**config.mk**
```make
export PLATFORM = sky130hd
export DESIGN_NAME = zac_control
export DESIGN_NICKNAME = d
export VERILOG_FILES = /design/src/zac_pkg.sv /design/src/zac_control.sv
export SDC_FILE = /design/constraint.sdc
export NUM_CORES = 1
export LEC_CHECK = 0
export CAP_MARGIN = 20
export CORE_ASPECT_RATIO = 0.75
export CORE_MARGIN = 10
export CORE_UTILIZATION = 32
export CTS_CLUSTER_DIAMETER = 120
export DETAILED_ROUTE_END_ITERATION = 8
export DONT_BUFFER_PORTS = 1
export GPL_ROUTABILITY_DRIVEN = 0
export PLACE_DENSITY = 0.48
export SLEW_MARGIN = 20
export SYNTH_ARGS = -nofsm -noshare
export SYNTH_HDL_FRONTEND = slang
export SYNTH_SLANG_ARGS = --single-unit
```
**constraint.sdc**
```tcl
create_clock -name pclk -period 4.5 [get_ports pclk]
set_input_delay 0.9 -clock pclk [delete_from_list [all_inputs] [get_ports pclk]]
set_output_delay 0.9 -clock pclk [all_outputs]
set_load 0.02 [all_outputs]
```
**src/zac_pkg.sv**
```systemverilog
/*
 * Constants shared by the converter control block: register indices,
 * field positions, reset and preset values, sequencer timing.
 * Assumes a 100 MHz pclk and an APB master with 32-bit data.
 */
package zac_pkg;
   // ************************************************************
   // Register indices (byte address is four times the index)
   // ************************************************************
   localparam logic [2:0] ZAC_IDX_RESULT_LOW = 3'h0;
   localparam logic [2:0] ZAC_IDX_RESULT_HIGH = 3'h1;
   localparam logic [2:0] ZAC_IDX_CONVERSION_SETUP = 3'h2;
   localparam logic [2:0] ZAC_IDX_POWER_BIAS_SETUP = 3'h3;
   localparam logic [2:0] ZAC_IDX_CLOCK_STAGE2_SETUP = 3'h4;
   localparam logic [2:0] ZAC_IDX_STAGE1_STAGE3_GAIN = 3'h5;
   localparam logic [2:0] ZAC_IDX_STAGE3_OFFSET_SETUP = 3'h6;
   localparam logic [2:0] ZAC_IDX_MUX_AND_FLAG_SETUP = 3'h7;
   localparam logic [7:0] ZAC_ADDR_LAST = 8'h1C;

   // ************************************************************
   // Field positions
   // ************************************************************
   localparam int ZAC_START_BIT = 7;
   localparam int ZAC_FREE_RUNNING_BIT = 1;
   localparam int ZAC_BUSY_BIT = 7;
   localparam int ZAC_PRESET_BIT = 6;
   localparam int ZAC_ENABLE_CONV_BIT = 0;

   // ************************************************************
   // Values after reset and in preset mode, plus the result saturation codes
   // ************************************************************
   localparam logic [1:0] ZAC_NELCONV_RST = 2'h1;
   localparam logic [2:0] ZAC_OSR_RST = 3'h2;
   localparam logic ZAC_FREE_RUNNING_RST = 1'b0;
   localparam logic [1:0] ZAC_BIAS_RST = 2'h3;
   localparam logic [3:0] ZAC_ENABLE_RST = 4'h0;
   localparam logic [3:0] ZAC_ENABLE_PRESET = 4'h1;
   localparam logic [1:0] ZAC_PRESCALER_RST = 2'h0;
   localparam logic [1:0] ZAC_GAIN2_RST = 2'h0;
   localparam logic [3:0] ZAC_OFF2_RST = 4'h0;
   localparam logic ZAC_GAIN1_RST = 1'b0;
   localparam logic [6:0] ZAC_GAIN3_RST = 7'h0C;
   localparam logic [6:0] ZAC_OFF3_RST = 7'h00;
   localparam logic [4:0] ZAC_INPUT_SEL_RST = 5'h00;
   localparam logic ZAC_REF_SEL_RST = 1'b0;
   localparam logic [15:0] ZAC_RESULT_RST = 16'h0000;
   localparam logic [15:0] ZAC_FULL_POS = 16'h7FFF;
   localparam logic [15:0] ZAC_FULL_NEG = 16'h8000;

   // ************************************************************
   // Sequencer timing in sample clock periods, plus divider and scaling constants
   // ************************************************************
   localparam logic [10:0] ZAC_INIT_PERIODS = 11'h005;
   localparam logic [10:0] ZAC_END_PERIODS = 11'h005;
   localparam logic [10:0] ZAC_BASE_OSR = 11'h008;
   localparam logic [7:0] ZAC_FS_PER_PSCK = 8'h04;
   localparam int ZAC_NORM_BITS = 15;

   typedef enum logic [1:0] {
      ZAC_IDLE,
      ZAC_INIT,
      ZAC_CONV,
      ZAC_TERM
   } zac_state_t;
endpackage

```
**src/zac_control.sv**
```systemverilog
/*
 * Control and register front end of the gain-stage and incremental
 * sigma-delta acquisition chain, reached over APB.
 * Assumes pclk is the internal oscillator, modulator_bit comes from the
 * analog modulator (asynchronous), and the analog blocks take the
 * registered setting outputs directly.
 */
// Implementation choices: the APB register port and the register addresses.
`timescale 1ns/1ps
module zac_control
   import zac_pkg::*;
(
   // Clock, reset, clock enable
   input wire logic pclk,
   input wire logic presetn,
   input wire logic clk_en,
   // APB slave
   input wire logic psel,
   input wire logic penable,
   input wire logic pwrite,
   input wire logic [7:0] paddr,
   input wire logic [31:0] pwdata,
   output logic [31:0] prdata,
   output logic pready,
   output logic pslverr,
   // Analog modulator
   input wire logic modulator_bit,
   output logic crossed_inputs,
   output logic sample_tick,
   output logic conv_done,
   // Analog settings
   output logic [3:0] power_enable,
   output logic [2:0] stage_bypass,
   output logic stage_reset,
   output logic [1:0] stage_bias_scale,
   output logic [1:0] converter_bias_scale,
   output logic [1:0] prescaler_select,
   output logic first_stage_gain,
   output logic [1:0] second_stage_gain,
   output logic [3:0] second_stage_offset,
   output logic [6:0] third_stage_gain,
   output logic [6:0] third_stage_offset,
   output logic [4:0] input_selector,
   output logic reference_selector,
   output logic busy
);
   import zac_pkg::*;

   // ************************************************************
   // Bus decode
   // ************************************************************
   logic [1:0] nelconv_reg;
   logic [2:0] osr_reg;
   logic free_running_reg;
   logic [15:0] result_reg;
   logic [31:0] prdata_reg;
   logic pready_reg;
   logic pslverr_reg;
   logic mapped;
   logic wr_fire;
   logic [2:0] idx;
   logic [7:0] wbyte;
   logic [7:0] rd_next;
   logic start_req;
   logic preset_req;
   logic abort;
   logic [1:0] mod_sync_reg;
   logic [7:0] div_cnt_reg;
   logic [7:0] div_len;
   logic tick_reg;
   zac_state_t state_reg;
   logic [10:0] phase_cnt_reg;
   logic [2:0] conv_idx_reg;
   logic crossed_reg;
   logic signed [15:0] acc_reg;
   logic [10:0] smax;
   logic [3:0] norm_exp;
   logic signed [19:0] scaled;
   logic busy_reg;
   logic done_reg;
   logic stage_reset_reg;

   assign mapped = (paddr <= ZAC_ADDR_LAST) && (paddr[1:0] == 2'h0);
   assign idx = paddr[4:2];
   assign wbyte = pwdata[7:0];
   // Access phase completes at the edge where pready is seen high
   assign wr_fire = clk_en && psel && penable && pready_reg && pwrite && mapped;
   assign start_req = wr_fire && (idx == ZAC_IDX_CONVERSION_SETUP) &&
      wbyte[ZAC_START_BIT];
   assign preset_req = wr_fire && (idx == ZAC_IDX_MUX_AND_FLAG_SETUP) &&
      wbyte[ZAC_PRESET_BIT];
   // Powering the converter down is the only path that kills a run;
   // a preset write powers the converter itself, so it is never an abort
   assign abort = !power_enable[ZAC_ENABLE_CONV_BIT] && !preset_req;

   // Read mux; write-only trigger bits and reserved bits read zero
   always_comb begin
      rd_next = 8'h00;
      unique case (idx)
         ZAC_IDX_RESULT_LOW: rd_next = result_reg[7:0];
         ZAC_IDX_RESULT_HIGH: rd_next = result_reg[15:8];
         ZAC_IDX_CONVERSION_SETUP: rd_next = {1'b0, nelconv_reg, osr_reg, free_running_reg, 1'b0};
         ZAC_IDX_POWER_BIAS_SETUP: rd_next = {converter_bias_scale, stage_bias_scale,
            power_enable};
         ZAC_IDX_CLOCK_STAGE2_SETUP: rd_next = {prescaler_select, second_stage_gain,
            second_stage_offset};
         ZAC_IDX_STAGE1_STAGE3_GAIN: rd_next = {first_stage_gain, third_stage_gain};
         ZAC_IDX_STAGE3_OFFSET_SETUP: rd_next = {1'b0, third_stage_offset};
         ZAC_IDX_MUX_AND_FLAG_SETUP: rd_next = {busy_reg, 1'b0, input_selector,
            reference_selector};
      endcase
   end

   // ************************************************************
   // APB answer: one wait-free access phase after setup
   // ************************************************************
   // Read data is captured in setup so prdata comes from a flop
   always_ff @(posedge pclk or negedge presetn) begin
      if (!presetn) begin
         pready_reg <= 1'b0;
         pslverr_reg <= 1'b0;
         prdata_reg <= 32'h0000_0000;
      end else if (clk_en) begin
         // A setup cycle lost to clk_en low is answered late, never skipped
         if (psel && !pready_reg) begin
            pready_reg <= 1'b1;
            pslverr_reg <= !mapped;
            prdata_reg <= (mapped && !pwrite) ? {24'h00_0000, rd_next} : 32'h0000_0000;
         end else begin
            pready_reg <= 1'b0;
            pslverr_reg <= 1'b0;
         end
      end
   end

   // ************************************************************
   // Setup registers
   // ************************************************************
   // Preset reloads defaults but loads the selectors from the same write
   always_ff @(posedge pclk or negedge presetn) begin
      if (!presetn) begin
         nelconv_reg <= ZAC_NELCONV_RST;
         osr_reg <= ZAC_OSR_RST;
         free_running_reg <= ZAC_FREE_RUNNING_RST;
         converter_bias_scale <= ZAC_BIAS_RST;
         stage_bias_scale <= ZAC_BIAS_RST;
         power_enable <= ZAC_ENABLE_RST;
         prescaler_select <= ZAC_PRESCALER_RST;
         second_stage_gain <= ZAC_GAIN2_RST;
         second_stage_offset <= ZAC_OFF2_RST;
         first_stage_gain <= ZAC_GAIN1_RST;
         third_stage_gain <= ZAC_GAIN3_RST;
         third_stage_offset <= ZAC_OFF3_RST;
         input_selector <= ZAC_INPUT_SEL_RST;
         reference_selector <= ZAC_REF_SEL_RST;
      end else if (preset_req) begin
         nelconv_reg <= ZAC_NELCONV_RST;
         osr_reg <= ZAC_OSR_RST;
         free_running_reg <= ZAC_FREE_RUNNING_RST;
         converter_bias_scale <= ZAC_BIAS_RST;
         stage_bias_scale <= ZAC_BIAS_RST;
         power_enable <= ZAC_ENABLE_PRESET;
         prescaler_select <= ZAC_PRESCALER_RST;
         second_stage_gain <= ZAC_GAIN2_RST;
         second_stage_offset <= ZAC_OFF2_RST;
         first_stage_gain <= ZAC_GAIN1_RST;
         third_stage_gain <= ZAC_GAIN3_RST;
         third_stage_offset <= ZAC_OFF3_RST;
         input_selector <= wbyte[5:1];
         reference_selector <= wbyte[0];
      end else if (wr_fire) begin
         unique case (idx)
            ZAC_IDX_CONVERSION_SETUP: begin
               nelconv_reg <= wbyte[6:5];
               osr_reg <= wbyte[4:2];
               free_running_reg <= wbyte[ZAC_FREE_RUNNING_BIT];
            end
            ZAC_IDX_POWER_BIAS_SETUP: begin
               converter_bias_scale <= wbyte[7:6];
               stage_bias_scale <= wbyte[5:4];
               power_enable <= wbyte[3:0];
            end
            ZAC_IDX_CLOCK_STAGE2_SETUP: begin
               prescaler_select <= wbyte[7:6];
               second_stage_gain <= wbyte[5:4];
               second_stage_offset <= wbyte[3:0];
            end
            ZAC_IDX_STAGE1_STAGE3_GAIN: begin
               first_stage_gain <= wbyte[7];
               third_stage_gain <= wbyte[6:0];
            end
            ZAC_IDX_STAGE3_OFFSET_SETUP: third_stage_offset <= wbyte[6:0];
            ZAC_IDX_MUX_AND_FLAG_SETUP: begin
               input_selector <= wbyte[5:1];
               reference_selector <= wbyte[0];
            end
            default: ;
         endcase
      end
   end

   // Gain stages restart after any write to register indices three to seven
   always_ff @(posedge pclk or negedge presetn) begin
      if (!presetn) begin
         stage_reset_reg <= 1'b0;
      end else if (clk_en) begin
         stage_reset_reg <= wr_fire && (idx >= ZAC_IDX_POWER_BIAS_SETUP);
      end
   end

   // Bypass follows the enable one edge later, so it is a flop too
   always_ff @(posedge pclk or negedge presetn) begin
      if (!presetn) begin
         stage_bypass <= 3'h7;
      end else if (clk_en) begin
         stage_bypass <= ~power_enable[3:1];
      end
   end

   // ************************************************************
   // Sample clock and modulator input
   // ************************************************************
   // Divider length: prescale times four pclk cycles per sample
   always_comb begin
      unique case (prescaler_select)
         2'h0: div_len = ZAC_FS_PER_PSCK;
         2'h1: div_len = ZAC_FS_PER_PSCK << 1;
         2'h2: div_len = ZAC_FS_PER_PSCK << 3;
         2'h3: div_len = ZAC_FS_PER_PSCK << 5;
      endcase
   end

   // Divider is held in reset while the converter is unpowered
   always_ff @(posedge pclk or negedge presetn) begin
      if (!presetn) begin
         div_cnt_reg <= 8'h00;
         tick_reg <= 1'b0;
      end else if (clk_en) begin
         if (abort || div_cnt_reg >= div_len - 8'h01) begin
            div_cnt_reg <= 8'h00;
            tick_reg <= !abort;
         end else begin
            div_cnt_reg <= div_cnt_reg + 8'h01;
            tick_reg <= 1'b0;
         end
      end
   end

   // Modulator bit is asynchronous; only the second flop is used
   always_ff @(posedge pclk or negedge presetn) begin
      if (!presetn) begin
         mod_sync_reg <= 2'h0;
      end else if (clk_en) begin
         mod_sync_reg <= {mod_sync_reg[0], modulator_bit};
      end
   end

   // ************************************************************
   // Conversion sequencer
   // ************************************************************
   assign smax = ZAC_BASE_OSR << osr_reg;
   assign norm_exp = 4'(nelconv_reg) + 4'(osr_reg) + 4'h3;

   // Init, elementary conversions of smax+1 periods, termination
   always_ff @(posedge pclk or negedge presetn) begin
      if (!presetn) begin
         state_reg <= ZAC_IDLE;
         phase_cnt_reg <= 11'h000;
         conv_idx_reg <= 3'h0;
         crossed_reg <= 1'b0;
         acc_reg <= 16'sh0000;
      end else if (clk_en) begin
         if (abort) begin
            state_reg <= ZAC_IDLE;
         end else if (start_req || preset_req) begin
            state_reg <= ZAC_INIT;
            phase_cnt_reg <= 11'h000;
            conv_idx_reg <= 3'h0;
            crossed_reg <= 1'b0;
            acc_reg <= 16'sh0000;
         end else if (tick_reg) begin
            unique case (state_reg)
               ZAC_IDLE: ;
               ZAC_INIT: begin
                  if (phase_cnt_reg == ZAC_INIT_PERIODS - 11'h001) begin
                     state_reg <= ZAC_CONV;
                     phase_cnt_reg <= 11'h000;
                  end else begin
                     phase_cnt_reg <= phase_cnt_reg + 11'h001;
                  end
               end
               ZAC_CONV: begin
                  // Crossed inputs invert the bit sense, so offset cancels
                  if (phase_cnt_reg < smax) begin
                     acc_reg <= (mod_sync_reg[1] ^ crossed_reg) ? acc_reg + 16'sh0001 :
                        acc_reg - 16'sh0001;
                  end
                  if (phase_cnt_reg == smax) begin
                     phase_cnt_reg <= 11'h000;
                     crossed_reg <= !crossed_reg;
                     if (conv_idx_reg == 3'((4'h1 << nelconv_reg) - 4'h1)) begin
                        state_reg <= ZAC_TERM;
                     end else begin
                        conv_idx_reg <= conv_idx_reg + 3'h1;
                     end
                  end else begin
                     phase_cnt_reg <= phase_cnt_reg + 11'h001;
                  end
               end
               ZAC_TERM: begin
                  if (phase_cnt_reg == ZAC_END_PERIODS - 11'h001) begin
                     phase_cnt_reg <= 11'h000;
                     conv_idx_reg <= 3'h0;
                     acc_reg <= 16'sh0000;
                     state_reg <= free_running_reg ? ZAC_INIT : ZAC_IDLE;
                  end else begin
                     phase_cnt_reg <= phase_cnt_reg + 11'h001;
                  end
               end
            endcase
         end
      end
   end

   // Mean of all samples scaled to 16 bits, then clamped
   assign scaled = 20'(acc_reg) <<< (ZAC_NORM_BITS - int'(norm_exp));

   // Result, busy flag and done pulse at the end of termination
   always_ff @(posedge pclk or negedge presetn) begin
      if (!presetn) begin
         result_reg <= ZAC_RESULT_RST;
         busy_reg <= 1'b0;
         done_reg <= 1'b0;
      end else if (clk_en) begin
         done_reg <= 1'b0;
         if (abort) begin
            busy_reg <= 1'b0;
         end else if (start_req || preset_req) begin
            busy_reg <= 1'b1;
         end else if (tick_reg && state_reg == ZAC_TERM &&
               phase_cnt_reg == ZAC_END_PERIODS - 11'h001) begin
            // Busy drops for a cycle even in continuous mode to mark the edge
            busy_reg <= 1'b0;
            done_reg <= 1'b1;
            if (scaled > 20'sh07FFF) begin
               result_reg <= ZAC_FULL_POS;
            end else if (scaled < -20'sh08000) begin
               result_reg <= ZAC_FULL_NEG;
            end else begin
               result_reg <= scaled[15:0];
            end
         end else if (state_reg != ZAC_IDLE) begin
            busy_reg <= 1'b1;
         end
      end
   end

   // ************************************************************
   // Output drive
   // ************************************************************
   assign prdata = prdata_reg;
   assign pready = pready_reg;
   assign pslverr = pslverr_reg;
   assign crossed_inputs = crossed_reg;
   assign sample_tick = tick_reg;
   assign conv_done = done_reg;
   assign stage_reset = stage_reset_reg;
   assign busy = busy_reg;

   // ************************************************************
   // Assertions
   // ************************************************************
   a_abort_clears_busy: assert property (@(posedge pclk) disable iff (!presetn)
      clk_en && !power_enable[0] && !preset_req |=> !busy_reg && state_reg == ZAC_IDLE)
      else $error("busy stays set with converter powered down");
   a_start_sets_busy: assert property (@(posedge pclk) disable iff (!presetn)
      clk_en && start_req && power_enable[0] |=> busy_reg && state_reg == ZAC_INIT)
      else $error("start did not launch the converter");
   a_preset_keeps_sel: assert property (@(posedge pclk) disable iff (!presetn)
      preset_req |=> input_selector == $past(wbyte[5:1]) &&
         reference_selector == $past(wbyte[0]) && third_stage_gain == ZAC_GAIN3_RST)
      else $error("preset mode lost the selectors or defaults");
   a_done_busy_fall: assert property (@(posedge pclk) disable iff (!presetn)
      $rose(done_reg) |-> $fell(busy_reg))
      else $error("done pulse without busy falling");
   a_stage_reset_pulse: assert property (@(posedge pclk) disable iff (!presetn)
      wr_fire && idx == ZAC_IDX_STAGE1_STAGE3_GAIN |=> stage_reset_reg)
      else $error("setup write did not reset gain stages");
   a_bypass_follows: assert property (@(posedge pclk) disable iff (!presetn)
      clk_en && !power_enable[3] |=> stage_bypass[2])
      else $error("disabled stage not bypassed");
   a_result_range: assert property (@(posedge pclk) disable iff (!presetn)
      done_reg && $past(scaled) > 20'sh07FFF |-> result_reg == ZAC_FULL_POS)
      else $error("positive overflow not saturated");
   a_apb_answer: assert property (@(posedge pclk) disable iff (!presetn)
      clk_en && psel && !penable ##1 clk_en && psel && penable |-> pready_reg)
      else $error("access phase not answered at once");
   a_start_reads_zero: assert property (@(posedge pclk) disable iff (!presetn)
      pready_reg && !pwrite && idx == ZAC_IDX_CONVERSION_SETUP |-> !prdata_reg[7])
      else $error("start bit read back as one");
endmodule // zac_control

```
==> results.py <==
metrics = {
    "status": {
        "status": "completed",
    },
    "global_route": {
        "grt_max_degree": 120,
        "grt_pass1_vias": 5955,
        "antenna_found_initial": 0,
        "grt-ovfl-total": 0,
        "groute.usage.overall": 0.149,
        "grt_pass1_wl_mm": 36.1,
    },
    "cts": {
        "post_cts_buffers": 0,
        "cts-resized-gates": 0,
        "cts.sink_count": 119,
        "clock_latency_ps": 420,
        "cts_hold_buf": 0,
        "h-tree-depth": 4,
        "cts.reportedPaths.clkPinSlew_ps": 60,
        "cts_buffers": 17,
        "cts_tree": "built",
        "root_buffer": "clkbuf_16",
        "clk_path_buf_depth": 2,
    },
    "critical_path": {
        "crit_path_end_kind": "flip-flop",
        "crit_path_start_kind": "flip-flop",
        "path_class": "reg2reg",
        "critPathRequiredTime_ps": 4800,
        "cp.arrival_ps": 4000,
        "critPathMaxFanout": 22,
        "ff2ff_path_depth": 10,
    },
    "power": {
        "p_sw_uw": 605,
        "p_sw_frac": 0.221,
        "p_seq_frac": 0.399,
        "combPwrFrac": 0.050,
        "powerDensity_mw_per_mm2": 318,
        "p_leak_uw": 0.00382,
        "intPower_uw": 2140,
        "ir_drop_mv": 0.258,
        "clkPwrFrac": 0.550,
    },
    "logic_synthesis": {
        "synth.top_cell.area_share": 0.349,
        "synthArstFlopShare": 1.00,
        "synth_top_cell_by_area": "dfrtp_1",
        "yosys_most_used_dff": "dfrtp_1",
        "syn-mean-instance-area_um2": 9.27,
        "synth_warnings": 0,
        "postSynthCellCount": 835,
        "synth_edf_count": 0,
        "yosysSeqAreaShare": 0.386,
        "synth_seq_cells": 119,
        "synth.distinct_cells": 78,
        "synth_area_mm2": 0.00774,
        "synthTopCellsByArea": "dfrtp_1, ha_1, mux4_2",
    },
    "run": {
        "drv_cap": 0,
    },
    "sta": {
        "fin_crit_ps": 3700,
        "clock_skew_ps": 8.05,
        "fin_setup_tns_ps": 0,
        "fmax_mhz": 270,
        "relSlewSlack": 0.456,
        "rsz0062_at_grt": "no",
        "period_share": 0.822,
        "tightest_slew_ps": 813,
        "slew_violations": 0,
        "setup_viol": 0,
        "hold_violations": 0,
    },
    "layout": {
        "final_area_mm2": 0.00862,
        "drive_above_1_share": 0.131,
        "final_nets": 910,
        "n_antenna_cell": 0,
        "syn_to_final_growth_pct": 11.4,
        "post-route-util": 0.361,
        "fillers": 2470,
    },
    "die": {
        "fp.dieW_um": 200,
        "dieArea_mm2": 0.0309,
        "start_util": 0.324,
        "num_rows": 49,
        "ios": 126,
        "dieHeight_um": 155,
        "coreArea_mm2": 0.0239,
    },
    "placed_design": {
        "io_buffers": 0,
        "dp_hpwl_mm": 16.4,
        "place_area_mm2": 0.00798,
    },
    "drt": {
        "num_vias": 6227,
        "drt_iter0_markers": 485,
        "drtPass1Iterations": 5,
        "wl_mm": 22.6,
        "antenna_left": 0,
        "routedWlPerCell_um": 19.7,
        "via_per_inst": 5.43,
        "drc": 0,
    },
    "worst_hold_path": {
        "hold_class": "in2async",
    },
}
==> final cells by class <==
type	count	area (um^2)	share of cell area
Multi-Input combinational cell	648	4390	0.509
Sequential cell	119	2990	0.347
Clock buffer	23	468	0.0543
Tap cell	306	383	0.0444
Clock inverter	9	175	0.0203
Timing Repair Buffer	17	128	0.0148
Inverter	24	90.1	0.0104
==> cell usage in the layout (no fill, tap or decap), types with 12 or more instances in the layout <==
| cell | instances |
|---|---|
| dfrtp_1 | 108 |
| nand2_1 | 85 |
| nor2_1 | 74 |
| o21ai_0 | 53 |
| a21oi_1 | 53 |
| nand3_1 | 45 |
| ha_1 | 34 |
| mux2i_1 | 28 |
| conb_1 | 24 |
| inv_1 | 22 |
| and3_1 | 19 |
| mux2_2 | 18 |
| clkbuf_16 | 17 |
| buf_4 | 17 |
| mux4_2 | 16 |
| o31ai_1 | 15 |
| nand2b_1 | 12 |
==> metrics by stage <==
stage	setup slack [ps]	std cells	hold WS [ps]	total power [uW]
after detailed placement	831	1114	511	1250
after global routing	551	1146	143	2840
after CTS	820	1146	153	2770
after global placement	848	1114	505	1250
after floorplan	1070	858	475	1250
final	802	1146	175	2740
==> critical path: stages, from the launching register on <==
cell and delay, ps:
dfstp_2 580, inv_1 90, ha_1 200, ha_1 770, mux4_2 440, mux2_2 300, a221oi_1 340, o41a_1 480
nor2_1 130, o211ai_1 130, a21oi_1 100
==> power by group through the flow <==
stage | Combinational (uW) | Clock (uW) | Sequential [uW]
after floorplan | 137 | 0 | 1110
after global placement | 135 | 0 | 1110
after detailed placement | 136 | 0 | 1110
after CTS | 137 | 1540 | 1100
after global routing | 153 | 1590 | 1100
final | 138 | 1510 | 1100
==> metal layers <==
metal / vias to the layer above / share of wire / track usage / wire length, um
li1: 3006 / - / - / -
met1: 3088 / 0.52 / 0.224 / 11700
met2: 119 / 0.42 / 0.205 / 9490
met3: 14 / 0.054 / 0.0369 / 1220
met4: 0 / 0.0076 / 0.0360 / 171
met5: - / 0 / 0 / 0
==> logic make-up (layout without fill, tap and decap cells) <==
family                   after synthesis  in the layout  share of synthesized area
multiplexers                          62             62                      0.109
adder cells (fa/ha/maj)               36             36                     0.0601
XOR/XNOR                              16             16                     0.0181
AO/OA/AOI/OAI                        215            215                      0.182
AND/OR/NAND/NOR                      295            295                      0.185
other                                  1             24                   0.000484
buffers and inverters                 91             73                     0.0598
flip-flops                           119            119                      0.386
==> cell usage after synthesis (7+ instances only) <==
| master | count |
|---|---|
| nor2_1 | 75 |
| clkbuf_1 | 32 |
| nand2_1 | 85 |
| a21o_1 | 10 |
| a211o_1 | 9 |
| a221oi_1 | 7 |
| mux4_2 | 16 |
| o31ai_1 | 15 |
| nand2b_1 | 12 |
| or3_1 | 10 |
| buf_4 | 27 |
| mux2_2 | 18 |
| and3_1 | 19 |
| nand3_1 | 45 |
| a21oi_1 | 53 |
| o21ai_0 | 53 |
| dfstp_2 | 11 |
| xor2_1 | 10 |
| mux2i_1 | 28 |
| a211oi_1 | 7 |
| ha_1 | 34 |
| a22oi_1 | 8 |
| inv_1 | 22 |
| dfrtp_1 | 108 |
==> path summary, 6_finish.rpt <==
check	start	to	slack, ps
worst max-delay path	nelconv_reg[0]$_DFFE_PN1P_	result_reg[6]$_DFFE_PN0P_	800
max in group asynchronous	presetn	osr_reg[1]$_DFFE_PN1P_	4090
worst min register to register	mod_sync_reg[0]$_DFFE_PN0P_	mod_sync_reg[1]$_DFFE_PN0P_	530
min in group pclk	mod_sync_reg[0]$_DFFE_PN0P_	mod_sync_reg[1]$_DFFE_PN0P_	530
worst max register to register	nelconv_reg[0]$_DFFE_PN1P_	result_reg[6]$_DFFE_PN0P_	800
worst min-delay path	presetn	second_stage_gain[1]$_DFFE_PN0P_	180
(Power assumes the default switching activity.)
